**src/logic/dioem_defines.svh**
```systemverilog
// constants for the digital input / output event mapper
// assumes nothing; included by the package, the mapper and the over-range selector
`ifndef DIOEM_DEFINES_SVH
`define DIOEM_DEFINES_SVH

// ----------------------------------------------------------------
// sizes
// ----------------------------------------------------------------
`define DIOEM_NUM_PINS       8
`define DIOEM_ACT_W          2
`define DIOEM_STATE_W        5
`define DIOEM_NUM_STATES     17
`define DIOEM_BG_W           16
`define DIOEM_RANGE_W        16

// ----------------------------------------------------------------
// input actions
// ----------------------------------------------------------------
`define DIOEM_ACT_NONE       2'h0
`define DIOEM_ACT_SPAN       2'h1
`define DIOEM_ACT_ZERO       2'h2

// ----------------------------------------------------------------
// output state codes
// ----------------------------------------------------------------
`define DIOEM_ST_DISABLED    5'h00
`define DIOEM_ST_PSU         5'h01
`define DIOEM_ST_CONVERTER   5'h02
`define DIOEM_ST_FLOW        5'h03
`define DIOEM_ST_CELL_HEAT   5'h04
`define DIOEM_ST_FLOW_HEAT   5'h05
`define DIOEM_ST_CHASSIS     5'h06
`define DIOEM_ST_STICK_OUT   5'h07
`define DIOEM_ST_BACKGROUND  5'h08
`define DIOEM_ST_SPAN        5'h09
`define DIOEM_ST_ZERO        5'h0A
`define DIOEM_ST_SYS_FAULT   5'h0B
`define DIOEM_ST_MAINT       5'h0C
`define DIOEM_ST_OVERRANGE   5'h0D
`define DIOEM_ST_IFACE_BOARD 5'h0E
`define DIOEM_ST_HIGH_BG     5'h0F
`define DIOEM_ST_SIGNAL      5'h10

// ----------------------------------------------------------------
// thresholds, in 1/Mm for background and percent of range
// ----------------------------------------------------------------
`define DIOEM_HIGH_BG_LIMIT  16'h044C
`define DIOEM_PCT_FULL       7'h64
`define DIOEM_OVR_ENTER_PCT  7'h5A
`define DIOEM_OVR_EXIT_PCT   7'h50

// ----------------------------------------------------------------
// reset values
// ----------------------------------------------------------------
`define DIOEM_PIN_RST        1'h0
`define DIOEM_SYNC_RST       1'h1
`define DIOEM_PREV_RST       1'h1

`endif

```
**src/logic/dioem_pkg.sv**
```systemverilog
// types shared by the event mapper files
// assumes dioem_defines.svh is on the include path
`include "dioem_defines.svh"

package dioem_pkg;

    typedef enum logic [`DIOEM_ACT_W-1:0] {
        DIOEM_ACT_NONE = `DIOEM_ACT_NONE,
        DIOEM_ACT_SPAN = `DIOEM_ACT_SPAN,
        DIOEM_ACT_ZERO = `DIOEM_ACT_ZERO
    } dioem_action_t;

    // gray along idle -> span -> zero
    typedef enum logic [1:0] {
        DIOEM_CAL_IDLE = 2'h0,
        DIOEM_CAL_SPAN = 2'h1,
        DIOEM_CAL_ZERO = 2'h3
    } dioem_cal_t;

endpackage : dioem_pkg

```
**src/logic/dioem_mapper.sv**
```systemverilog
// digital input to calibration request mapper and status output driver
// assumes trigger pins are asynchronous; status inputs share sys_clk_i
`timescale 1ns/100ps
`default_nettype none
`include "dioem_defines.svh"

// Notes on behaviour
// - eight inputs, each none, span or zero
// - fire action when input enters active level
// - no-action input never fires, polarity forced low
// - span input active sets calibration to span
// - zero input active sets calibration to zero
// - per input polarity, high at 5V, low 0V
// - eight outputs, each one selectable status state
// - output active while its condition holds
// - per output polarity, high drives 1, low 0
// - disabled output state never becomes active
// - separate fault states for each subsystem
// - system fault means any fault, red indicator
// - background, span, zero, maintenance progress states
// - state for memory stick disconnected
// - state for analog output over-range scale
// - high background state above 1100 per Mm
// - over-range enters at 90 %, leaves 80 %
module dioem_mapper #(
    parameter int N     = `DIOEM_NUM_PINS,
    parameter int BG_W  = `DIOEM_BG_W,
    parameter int RNG_W = `DIOEM_RANGE_W
) (
    // clock and reset
    input  wire logic                      sys_clk_i,
    input  wire logic                      reset_i,
    // trigger pins and their configuration
    input  wire logic [N-1:0]              trigger_input_n_i,
    input  wire logic [N*`DIOEM_ACT_W-1:0] di_action_i,
    input  wire logic [N-1:0]              di_active_high_i,
    // calibration selection
    input  wire logic                      cal_done_i,
    output var  dioem_pkg::dioem_cal_t     cal_select_o,
    output var  logic                      span_request_o,
    output var  logic                      zero_request_o,
    // status conditions
    input  wire logic                      psu_fault_i,
    input  wire logic                      converter_fault_i,
    input  wire logic                      flow_fault_i,
    input  wire logic                      cell_heater_fault_i,
    input  wire logic                      flow_heater_fault_i,
    input  wire logic                      chassis_temp_fault_i,
    input  wire logic                      interface_board_fault_i,
    input  wire logic                      signal_fault_i,
    input  wire logic                      other_fault_i,
    input  wire logic                      stick_absent_i,
    input  wire logic                      background_busy_i,
    input  wire logic                      span_busy_i,
    input  wire logic                      zero_busy_i,
    input  wire logic                      maintenance_i,
    input  wire logic [BG_W-1:0]           background_i,
    // analog output scale
    input  wire logic [RNG_W-1:0]          ao_reading_i,
    input  wire logic [RNG_W-1:0]          ao_std_range_i,
    input  wire logic                      ao_overrange_en_i,
    output var  logic                      analog_out_overrange_o,
    // output pins and their configuration
    input  wire logic [N*`DIOEM_STATE_W-1:0] do_state_sel_i,
    input  wire logic [N-1:0]              do_active_high_i,
    output var  logic [N-1:0]              do_pin_o,
    output var  logic                      red_indicator_o
);
    import dioem_pkg::*;

    // ----------------------------------------------------------------
    // helpers
    // ----------------------------------------------------------------
    function automatic dioem_action_t action_of(
        input logic [N*`DIOEM_ACT_W-1:0] cfg,
        input int                        idx
    );
        logic [`DIOEM_ACT_W-1:0] raw;
        raw = cfg[idx*`DIOEM_ACT_W +: `DIOEM_ACT_W];
        if (raw == `DIOEM_ACT_SPAN) begin
            return DIOEM_ACT_SPAN;
        end else if (raw == `DIOEM_ACT_ZERO) begin
            return DIOEM_ACT_ZERO;
        end else begin
            // unused code behaves as no action
            return DIOEM_ACT_NONE;
        end
    endfunction : action_of

    function automatic logic state_true(
        input logic [`DIOEM_STATE_W-1:0]   sel,
        input logic [`DIOEM_NUM_STATES-1:0] conds
    );
        logic hit;
        hit = 1'b0;
        if (sel == `DIOEM_ST_DISABLED) begin
            hit = 1'b0;
        end else if (sel < `DIOEM_STATE_W'(`DIOEM_NUM_STATES)) begin
            hit = conds[sel];
        end
        return hit;
    endfunction : state_true

    // ----------------------------------------------------------------
    // input synchronisers
    // ----------------------------------------------------------------
    logic [N-1:0] sync1_reg;
    logic [N-1:0] sync2_reg;
    logic [N-1:0] sync3_reg;
    logic [N-1:0] level_reg;

    // pins idle high so the chain resets to one
    always_ff @(posedge sys_clk_i or posedge reset_i) begin
        if (reset_i) begin
            sync1_reg <= {N{`DIOEM_SYNC_RST}};
            sync2_reg <= {N{`DIOEM_SYNC_RST}};
            sync3_reg <= {N{`DIOEM_SYNC_RST}};
        end else begin
            sync1_reg <= trigger_input_n_i;
            sync2_reg <= sync1_reg;
            sync3_reg <= sync2_reg;
        end
    end

    // a level is accepted only when two stages agree
    always_ff @(posedge sys_clk_i or posedge reset_i) begin
        if (reset_i) begin
            level_reg <= {N{`DIOEM_SYNC_RST}};
        end else begin
            for (int i = 0; i < N; i++) begin
                if (sync2_reg[i] == sync3_reg[i]) begin
                    level_reg[i] <= sync3_reg[i];
                end
            end
        end
    end

    // ----------------------------------------------------------------
    // active level and edge detection
    // ----------------------------------------------------------------
    logic [N-1:0] pol_high;
    logic [N-1:0] in_active;
    logic [N-1:0] active_prev_reg;
    logic [N-1:0] fire;

    always_comb begin
        for (int i = 0; i < N; i++) begin
            if (action_of(di_action_i, i) == DIOEM_ACT_NONE) begin
                pol_high[i]  = 1'b0;
                in_active[i] = 1'b0;
            end else begin
                pol_high[i]  = di_active_high_i[i];
                in_active[i] = pol_high[i] ? level_reg[i] : ~level_reg[i];
            end
        end
    end

    // reset to one: an active-high level already held at reset does not fire
    always_ff @(posedge sys_clk_i or posedge reset_i) begin
        if (reset_i) begin
            active_prev_reg <= {N{`DIOEM_PREV_RST}};
        end else begin
            active_prev_reg <= in_active;
        end
    end

    assign fire = in_active & ~active_prev_reg;

    // ----------------------------------------------------------------
    // calibration selection
    // ----------------------------------------------------------------
    logic       span_hit;
    logic       zero_hit;
    dioem_cal_t cal_reg;
    dioem_cal_t cal_next;

    // lowest numbered firing input wins when several fire together
    always_comb begin
        span_hit = 1'b0;
        zero_hit = 1'b0;
        for (int i = N - 1; i >= 0; i--) begin
            if (fire[i]) begin
                span_hit = (action_of(di_action_i, i) == DIOEM_ACT_SPAN);
                zero_hit = (action_of(di_action_i, i) == DIOEM_ACT_ZERO);
            end
        end
    end

    // a new request wins over a done arriving in the same cycle
    always_comb begin
        cal_next = cal_reg;
        case (cal_reg)
            DIOEM_CAL_IDLE,
            DIOEM_CAL_SPAN,
            DIOEM_CAL_ZERO: begin
                if (span_hit) begin
                    cal_next = DIOEM_CAL_SPAN;
                end else if (zero_hit) begin
                    cal_next = DIOEM_CAL_ZERO;
                end else if (cal_done_i) begin
                    cal_next = DIOEM_CAL_IDLE;
                end
            end
            default: begin
                cal_next = DIOEM_CAL_IDLE;
            end
        endcase
    end

    always_ff @(posedge sys_clk_i or posedge reset_i) begin
        if (reset_i) begin
            cal_reg <= DIOEM_CAL_IDLE;
        end else begin
            cal_reg <= cal_next;
        end
    end

    always_ff @(posedge sys_clk_i or posedge reset_i) begin
        if (reset_i) begin
            span_request_o <= 1'b0;
            zero_request_o <= 1'b0;
        end else begin
            span_request_o <= span_hit;
            zero_request_o <= zero_hit;
        end
    end

    assign cal_select_o = cal_reg;

    // ----------------------------------------------------------------
    // status conditions
    // ----------------------------------------------------------------
    logic                         any_fault;
    logic                         high_bg;
    logic                         overrange;
    logic [`DIOEM_NUM_STATES-1:0] conds;

    dioem_overrange #(
        .W           (RNG_W)
    ) u_overrange (
        .sys_clk_i   (sys_clk_i),
        .reset_i     (reset_i),
        .reading_i   (ao_reading_i),
        .std_range_i (ao_std_range_i),
        .enable_i    (ao_overrange_en_i),
        .overrange_o (overrange)
    );

    assign any_fault = psu_fault_i | converter_fault_i | flow_fault_i
                     | cell_heater_fault_i | flow_heater_fault_i
                     | chassis_temp_fault_i | interface_board_fault_i
                     | signal_fault_i | other_fault_i;

    // strictly above the limit, equal does not count
    assign high_bg = (background_i > BG_W'(`DIOEM_HIGH_BG_LIMIT));

    always_comb begin
        conds                        = '0;
        conds[`DIOEM_ST_PSU]         = psu_fault_i;
        conds[`DIOEM_ST_CONVERTER]   = converter_fault_i;
        conds[`DIOEM_ST_FLOW]        = flow_fault_i;
        conds[`DIOEM_ST_CELL_HEAT]   = cell_heater_fault_i;
        conds[`DIOEM_ST_FLOW_HEAT]   = flow_heater_fault_i;
        conds[`DIOEM_ST_CHASSIS]     = chassis_temp_fault_i;
        conds[`DIOEM_ST_STICK_OUT]   = stick_absent_i;
        conds[`DIOEM_ST_BACKGROUND]  = background_busy_i;
        conds[`DIOEM_ST_SPAN]        = span_busy_i;
        conds[`DIOEM_ST_ZERO]        = zero_busy_i;
        conds[`DIOEM_ST_SYS_FAULT]   = any_fault;
        conds[`DIOEM_ST_MAINT]       = maintenance_i;
        conds[`DIOEM_ST_OVERRANGE]   = overrange;
        conds[`DIOEM_ST_IFACE_BOARD] = interface_board_fault_i;
        conds[`DIOEM_ST_HIGH_BG]     = high_bg;
        conds[`DIOEM_ST_SIGNAL]      = signal_fault_i;
    end

    // ----------------------------------------------------------------
    // output pins
    // ----------------------------------------------------------------
    logic [N-1:0] do_cond;
    logic [N-1:0] do_pin_reg;
    logic         red_reg;

    always_comb begin
        for (int i = 0; i < N; i++) begin
            do_cond[i] = state_true(do_state_sel_i[i*`DIOEM_STATE_W +: `DIOEM_STATE_W],
                                    conds);
        end
    end

    // pins reset low whatever their polarity; config is unknown then
    always_ff @(posedge sys_clk_i or posedge reset_i) begin
        if (reset_i) begin
            do_pin_reg <= {N{`DIOEM_PIN_RST}};
        end else begin
            do_pin_reg <= do_cond ~^ do_active_high_i;
        end
    end

    always_ff @(posedge sys_clk_i or posedge reset_i) begin
        if (reset_i) begin
            red_reg <= 1'b0;
        end else begin
            red_reg <= any_fault;
        end
    end

    assign do_pin_o               = do_pin_reg;
    assign red_indicator_o        = red_reg;
    assign analog_out_overrange_o = overrange;

endmodule : dioem_mapper

`default_nettype wire

```
**src/logic/dioem_overrange.sv**
```systemverilog
// analog output over-range scale selector with hysteresis
// assumes reading and range are unsigned, in the same units, same clock
`timescale 1ns/100ps
`default_nettype none
`include "dioem_defines.svh"

module dioem_overrange #(
    parameter int W = `DIOEM_RANGE_W
) (
    // clock and reset
    input  wire logic         sys_clk_i,
    input  wire logic         reset_i,
    // measurement
    input  wire logic [W-1:0] reading_i,
    input  wire logic [W-1:0] std_range_i,
    input  wire logic         enable_i,
    // scale in use
    output var  logic         overrange_o
);
    import dioem_pkg::*;

    logic [W+6:0] reading_pct;
    logic [W+6:0] enter_lvl;
    logic [W+6:0] exit_lvl;
    logic         overrange_reg;

    // products kept 7 bits wider so nothing is lost before the compare
    assign reading_pct = (W+7)'(reading_i) * (W+7)'(`DIOEM_PCT_FULL);
    assign enter_lvl   = (W+7)'(std_range_i) * (W+7)'(`DIOEM_OVR_ENTER_PCT);
    assign exit_lvl    = (W+7)'(std_range_i) * (W+7)'(`DIOEM_OVR_EXIT_PCT);

    // the gap between the two levels stops the scale chattering
    always_ff @(posedge sys_clk_i or posedge reset_i) begin
        if (reset_i) begin
            overrange_reg <= 1'b0;
        end else if (!enable_i) begin
            overrange_reg <= 1'b0;
        end else if (!overrange_reg && reading_pct >= enter_lvl) begin
            overrange_reg <= 1'b1;
        end else if (overrange_reg && reading_pct <= exit_lvl) begin
            overrange_reg <= 1'b0;
        end
    end

    assign overrange_o = overrange_reg;

endmodule : dioem_overrange

`default_nettype wire

```
**config.mk**
```make
export PLATFORM = sky130hd
export DESIGN_NAME = dioem_mapper
export DESIGN_NICKNAME = d
export VERILOG_FILES = /design/src/logic/dioem_pkg.sv /design/src/logic/dioem_mapper.sv /design/src/logic/dioem_overrange.sv
export VERILOG_INCLUDE_DIRS = /design/src /design/src/logic
export SDC_FILE = /design/constraint.sdc
export NUM_CORES = 1
export LEC_CHECK = 0
export BUFFER_PORTS_ARGS = -buffer_cell sky130_fd_sc_hd__clkbuf_2
export CORE_UTILIZATION = 56
export DETAILED_ROUTE_END_ITERATION = 16
export GPL_TIMING_DRIVEN = 0
export HOLD_SLACK_MARGIN = 0.15
export PLACE_DENSITY = 0.9
export SLEW_MARGIN = 30
export SYNTH_ARGS = -nofsm -noshare
export SYNTH_HDL_FRONTEND = slang
export SYNTH_HIERARCHICAL = 1
export SYNTH_SLANG_ARGS = --single-unit
```
**constraint.sdc**
```tcl
create_clock -name sys_clk_i -period 5.3 [get_ports sys_clk_i]
set_clock_uncertainty 0.05 [all_clocks]
set_input_delay 0.265 -clock sys_clk_i [delete_from_list [all_inputs] [get_ports sys_clk_i]]
set_output_delay 0.265 -clock sys_clk_i [all_outputs]
set_load 0.05 [all_outputs]
```
==> reports/qor.csv <==
metric,value,unit
p_leak,5.00,nW
grt_max_degree,54,
drc,0,
synth_cell_types,70,
end_kind,flip-flop,
via_per_inst,5.84,
hold_class,primary input to flip-flop,
synth-edff-count,0,
setup_viol,0,
clock-sinks,54,
dieArea,0.0155,mm^2
setup_slack,0.279,ns
dp_hpwl,16100,um
gp_congestion,0.876,
final_hold_viol_count,0,
finalCriticalPeriod,5.02,ns
use_met2,0.435,
clk_pin_slew,0.07,ns
met1_usage,0.333,
synth_fp_nets,1271,
numCtsBuffers,5,
hold_buffers,18,
crit_type,primary input to flip-flop,
cts_post_setup_buffers_inserted,0,
ys_seq_area_frac,0.167,
rsz0062_at_grt,no,
async_flop_share,1.00,
dieHeight,124,um
fp.dieW,124,um
clock.fmax,199,MHz
first_pass_iters,5,
wl_per_cell,15.4,um
clock_latency,0.29,ns
design.core.area,0.0146,mm^2
synth_area_per_cell,9.08,um^2
synth_flop_cell,dfstp_2,
hold_ws,0.186,ns
grt.busiest_layer,met2,
status,finished clean,
synth_area_leaders,"ha_1 24%, dfstp_2 13%, fa_1 9.1%",
synth_area,0.00839,mm^2
synth_common_cells,"163 x ha_1, 144 x inv_1, 73 x a21oi_1, 49 x nor2_1, 40 x dfstp_2",
cts_buffer_depth,2,
area_delta_synth_final,15.6,%
routed_wl,19700,um
critPathMaxFanout,7,
fin_util,0.664,
grt_pass1_vias,7211,
rows,44,
synthCells,924,
tns,0,ns
maxCapViolCount,0,
layout.nets,1438,
num_vias,7461,
instances_no_fill,1277,
synth_top_area_frac,0.243,
ys_warn_count,6,
p_total,2.93,mW
slew-limit-headroom,0.489,
fillers,1167,
grt_overflow,0,
antenna_found_initial,1,
cts_resized,0,
io_pins,160,
ir_drop,0.186,mV
use_met3,0.0322,
start_kind,primary input,
drive_above_1_share,0.210,
power.density,302,mW/mm^2
grt_pass1_wl,32700,um
htreeDepth,2,
critPathRequiredTime,5.38,ns
place_area,0.00933,mm^2
worst-slew-pin-transition,0.748,ns
cts_tree,done,
synth_seq_cells,54,
dp.cells,1250,
drt_iter0_drc,509,
design_area,0.00969,mm^2
arrival,5.10,ns
drv_slew,0,
io_buffers,142,
period_share,0.947,
track_usage,0.256,
start_util,0.575,
synth.most_common_cell,ha_1,
cts-root-buf,clkbuf_16,
ant_nets,0,
synth_top_area_cell,ha_1,
dp_worst_setup_slack,0.120,ns
==> logic make-up after synthesis <==
kind of cell,count (synthesis),synth area share
buffers and inverters,164,0.0753
AO/OA/AOI/OAI,224,0.180
multiplexers,36,0.0626
adder cells (fa/ha/maj),209,0.343
AND/OR/NAND/NOR,181,0.113
flip-flops,54,0.167
XOR/XNOR,56,0.0585
==> cells in the final DEF, fill, tap and decap left out, drive strengths merged, types with 21 or more instances in the layout <==
cell type,netlist,layout
inv,145,146
clkbuf,16,165
xor2,29,29
mux2i,21,21
a21o,22,22
fa,38,38
nor3,21,21
nand2,24,24
xnor2,27,27
o21ai,32,32
dfstp,40,40
ha,163,163
nor2,49,49
a21oi,74,74
==> report_power, final <==
group / switching (mW) / internal [mW]
logic: 1.16 / 0.887
clock network: 0.150 / 0.219
registers: 0.0426 / 0.477
total: 1.35 / 1.58
==> routing by layer <==
layer  vias up  share of wire
met5         -              0
li1       3647              -
met2       274           0.48
met1      3479           0.44
met3        61          0.055
met4         0          0.028
==> worst max-delay path, stage by stage <==
cell and delay (ns):
clkbuf_2 0.14, ha_1 0.33, inv_1 0.07, fa_1 0.53, inv_1 0.05, fa_1 0.47
ha_1 0.40, a21oi_1 0.35, nand2_1 0.11, a21oi_1 0.14, o21ai_0 0.18, o41ai_1 0.34
xor2_1 0.18, ha_1 0.26, a21o_1 0.18, a21o_1 0.16, a2111oi_0 0.70, a21oi_1 0.23
==> final timing paths <==
path / startpoint / to / slack, ns / depth (start not counted)
max: ao_std_range_i[15] / u_overrange/overrange_o$_DFFE_PP0P_ / 0.28 / 18
min: di_action_i[3] / active_prev_reg[1]$_DFF_PP1_ / 0.19 / 3
max reg2reg: level_reg[5]$_DFFE_PP1N_ / cal_select_o[1]$_DFFE_PP0P_ / 3.14 / 7
min reg2reg: sync1_reg[0]$_DFF_PP1_ / sync2_reg[0]$_DFF_PP1_ / 0.30 / 0
max in group asynchronous: reset_i / do_pin_o[3]$_DFF_PP0_ / 4.18 / 3
min in group asynchronous: reset_i / u_overrange/overrange_o$_DFFE_PP0P_ / 0.36 / 3
==> final cells by class <==
| class | instances | area (um^2) | share of cell area |
|---|---|---|---|
| inverters | 145 | 547 | 0.0564 |
| repair buffers | 160 | 891 | 0.0919 |
| multi-input cells | 706 | 6360 | 0.656 |
| flip-flops and latches | 54 | 1400 | 0.145 |
| clock inverters | 1 | 8.76 | 0.000903 |
| diodes | 1 | 2.50 | 0.000258 |
| plain buffers | 19 | 87.6 | 0.00903 |
| clock buffers | 7 | 164 | 0.0169 |
| well taps | 184 | 230 | 0.0237 |
Power figures use the tool's default switching activity.
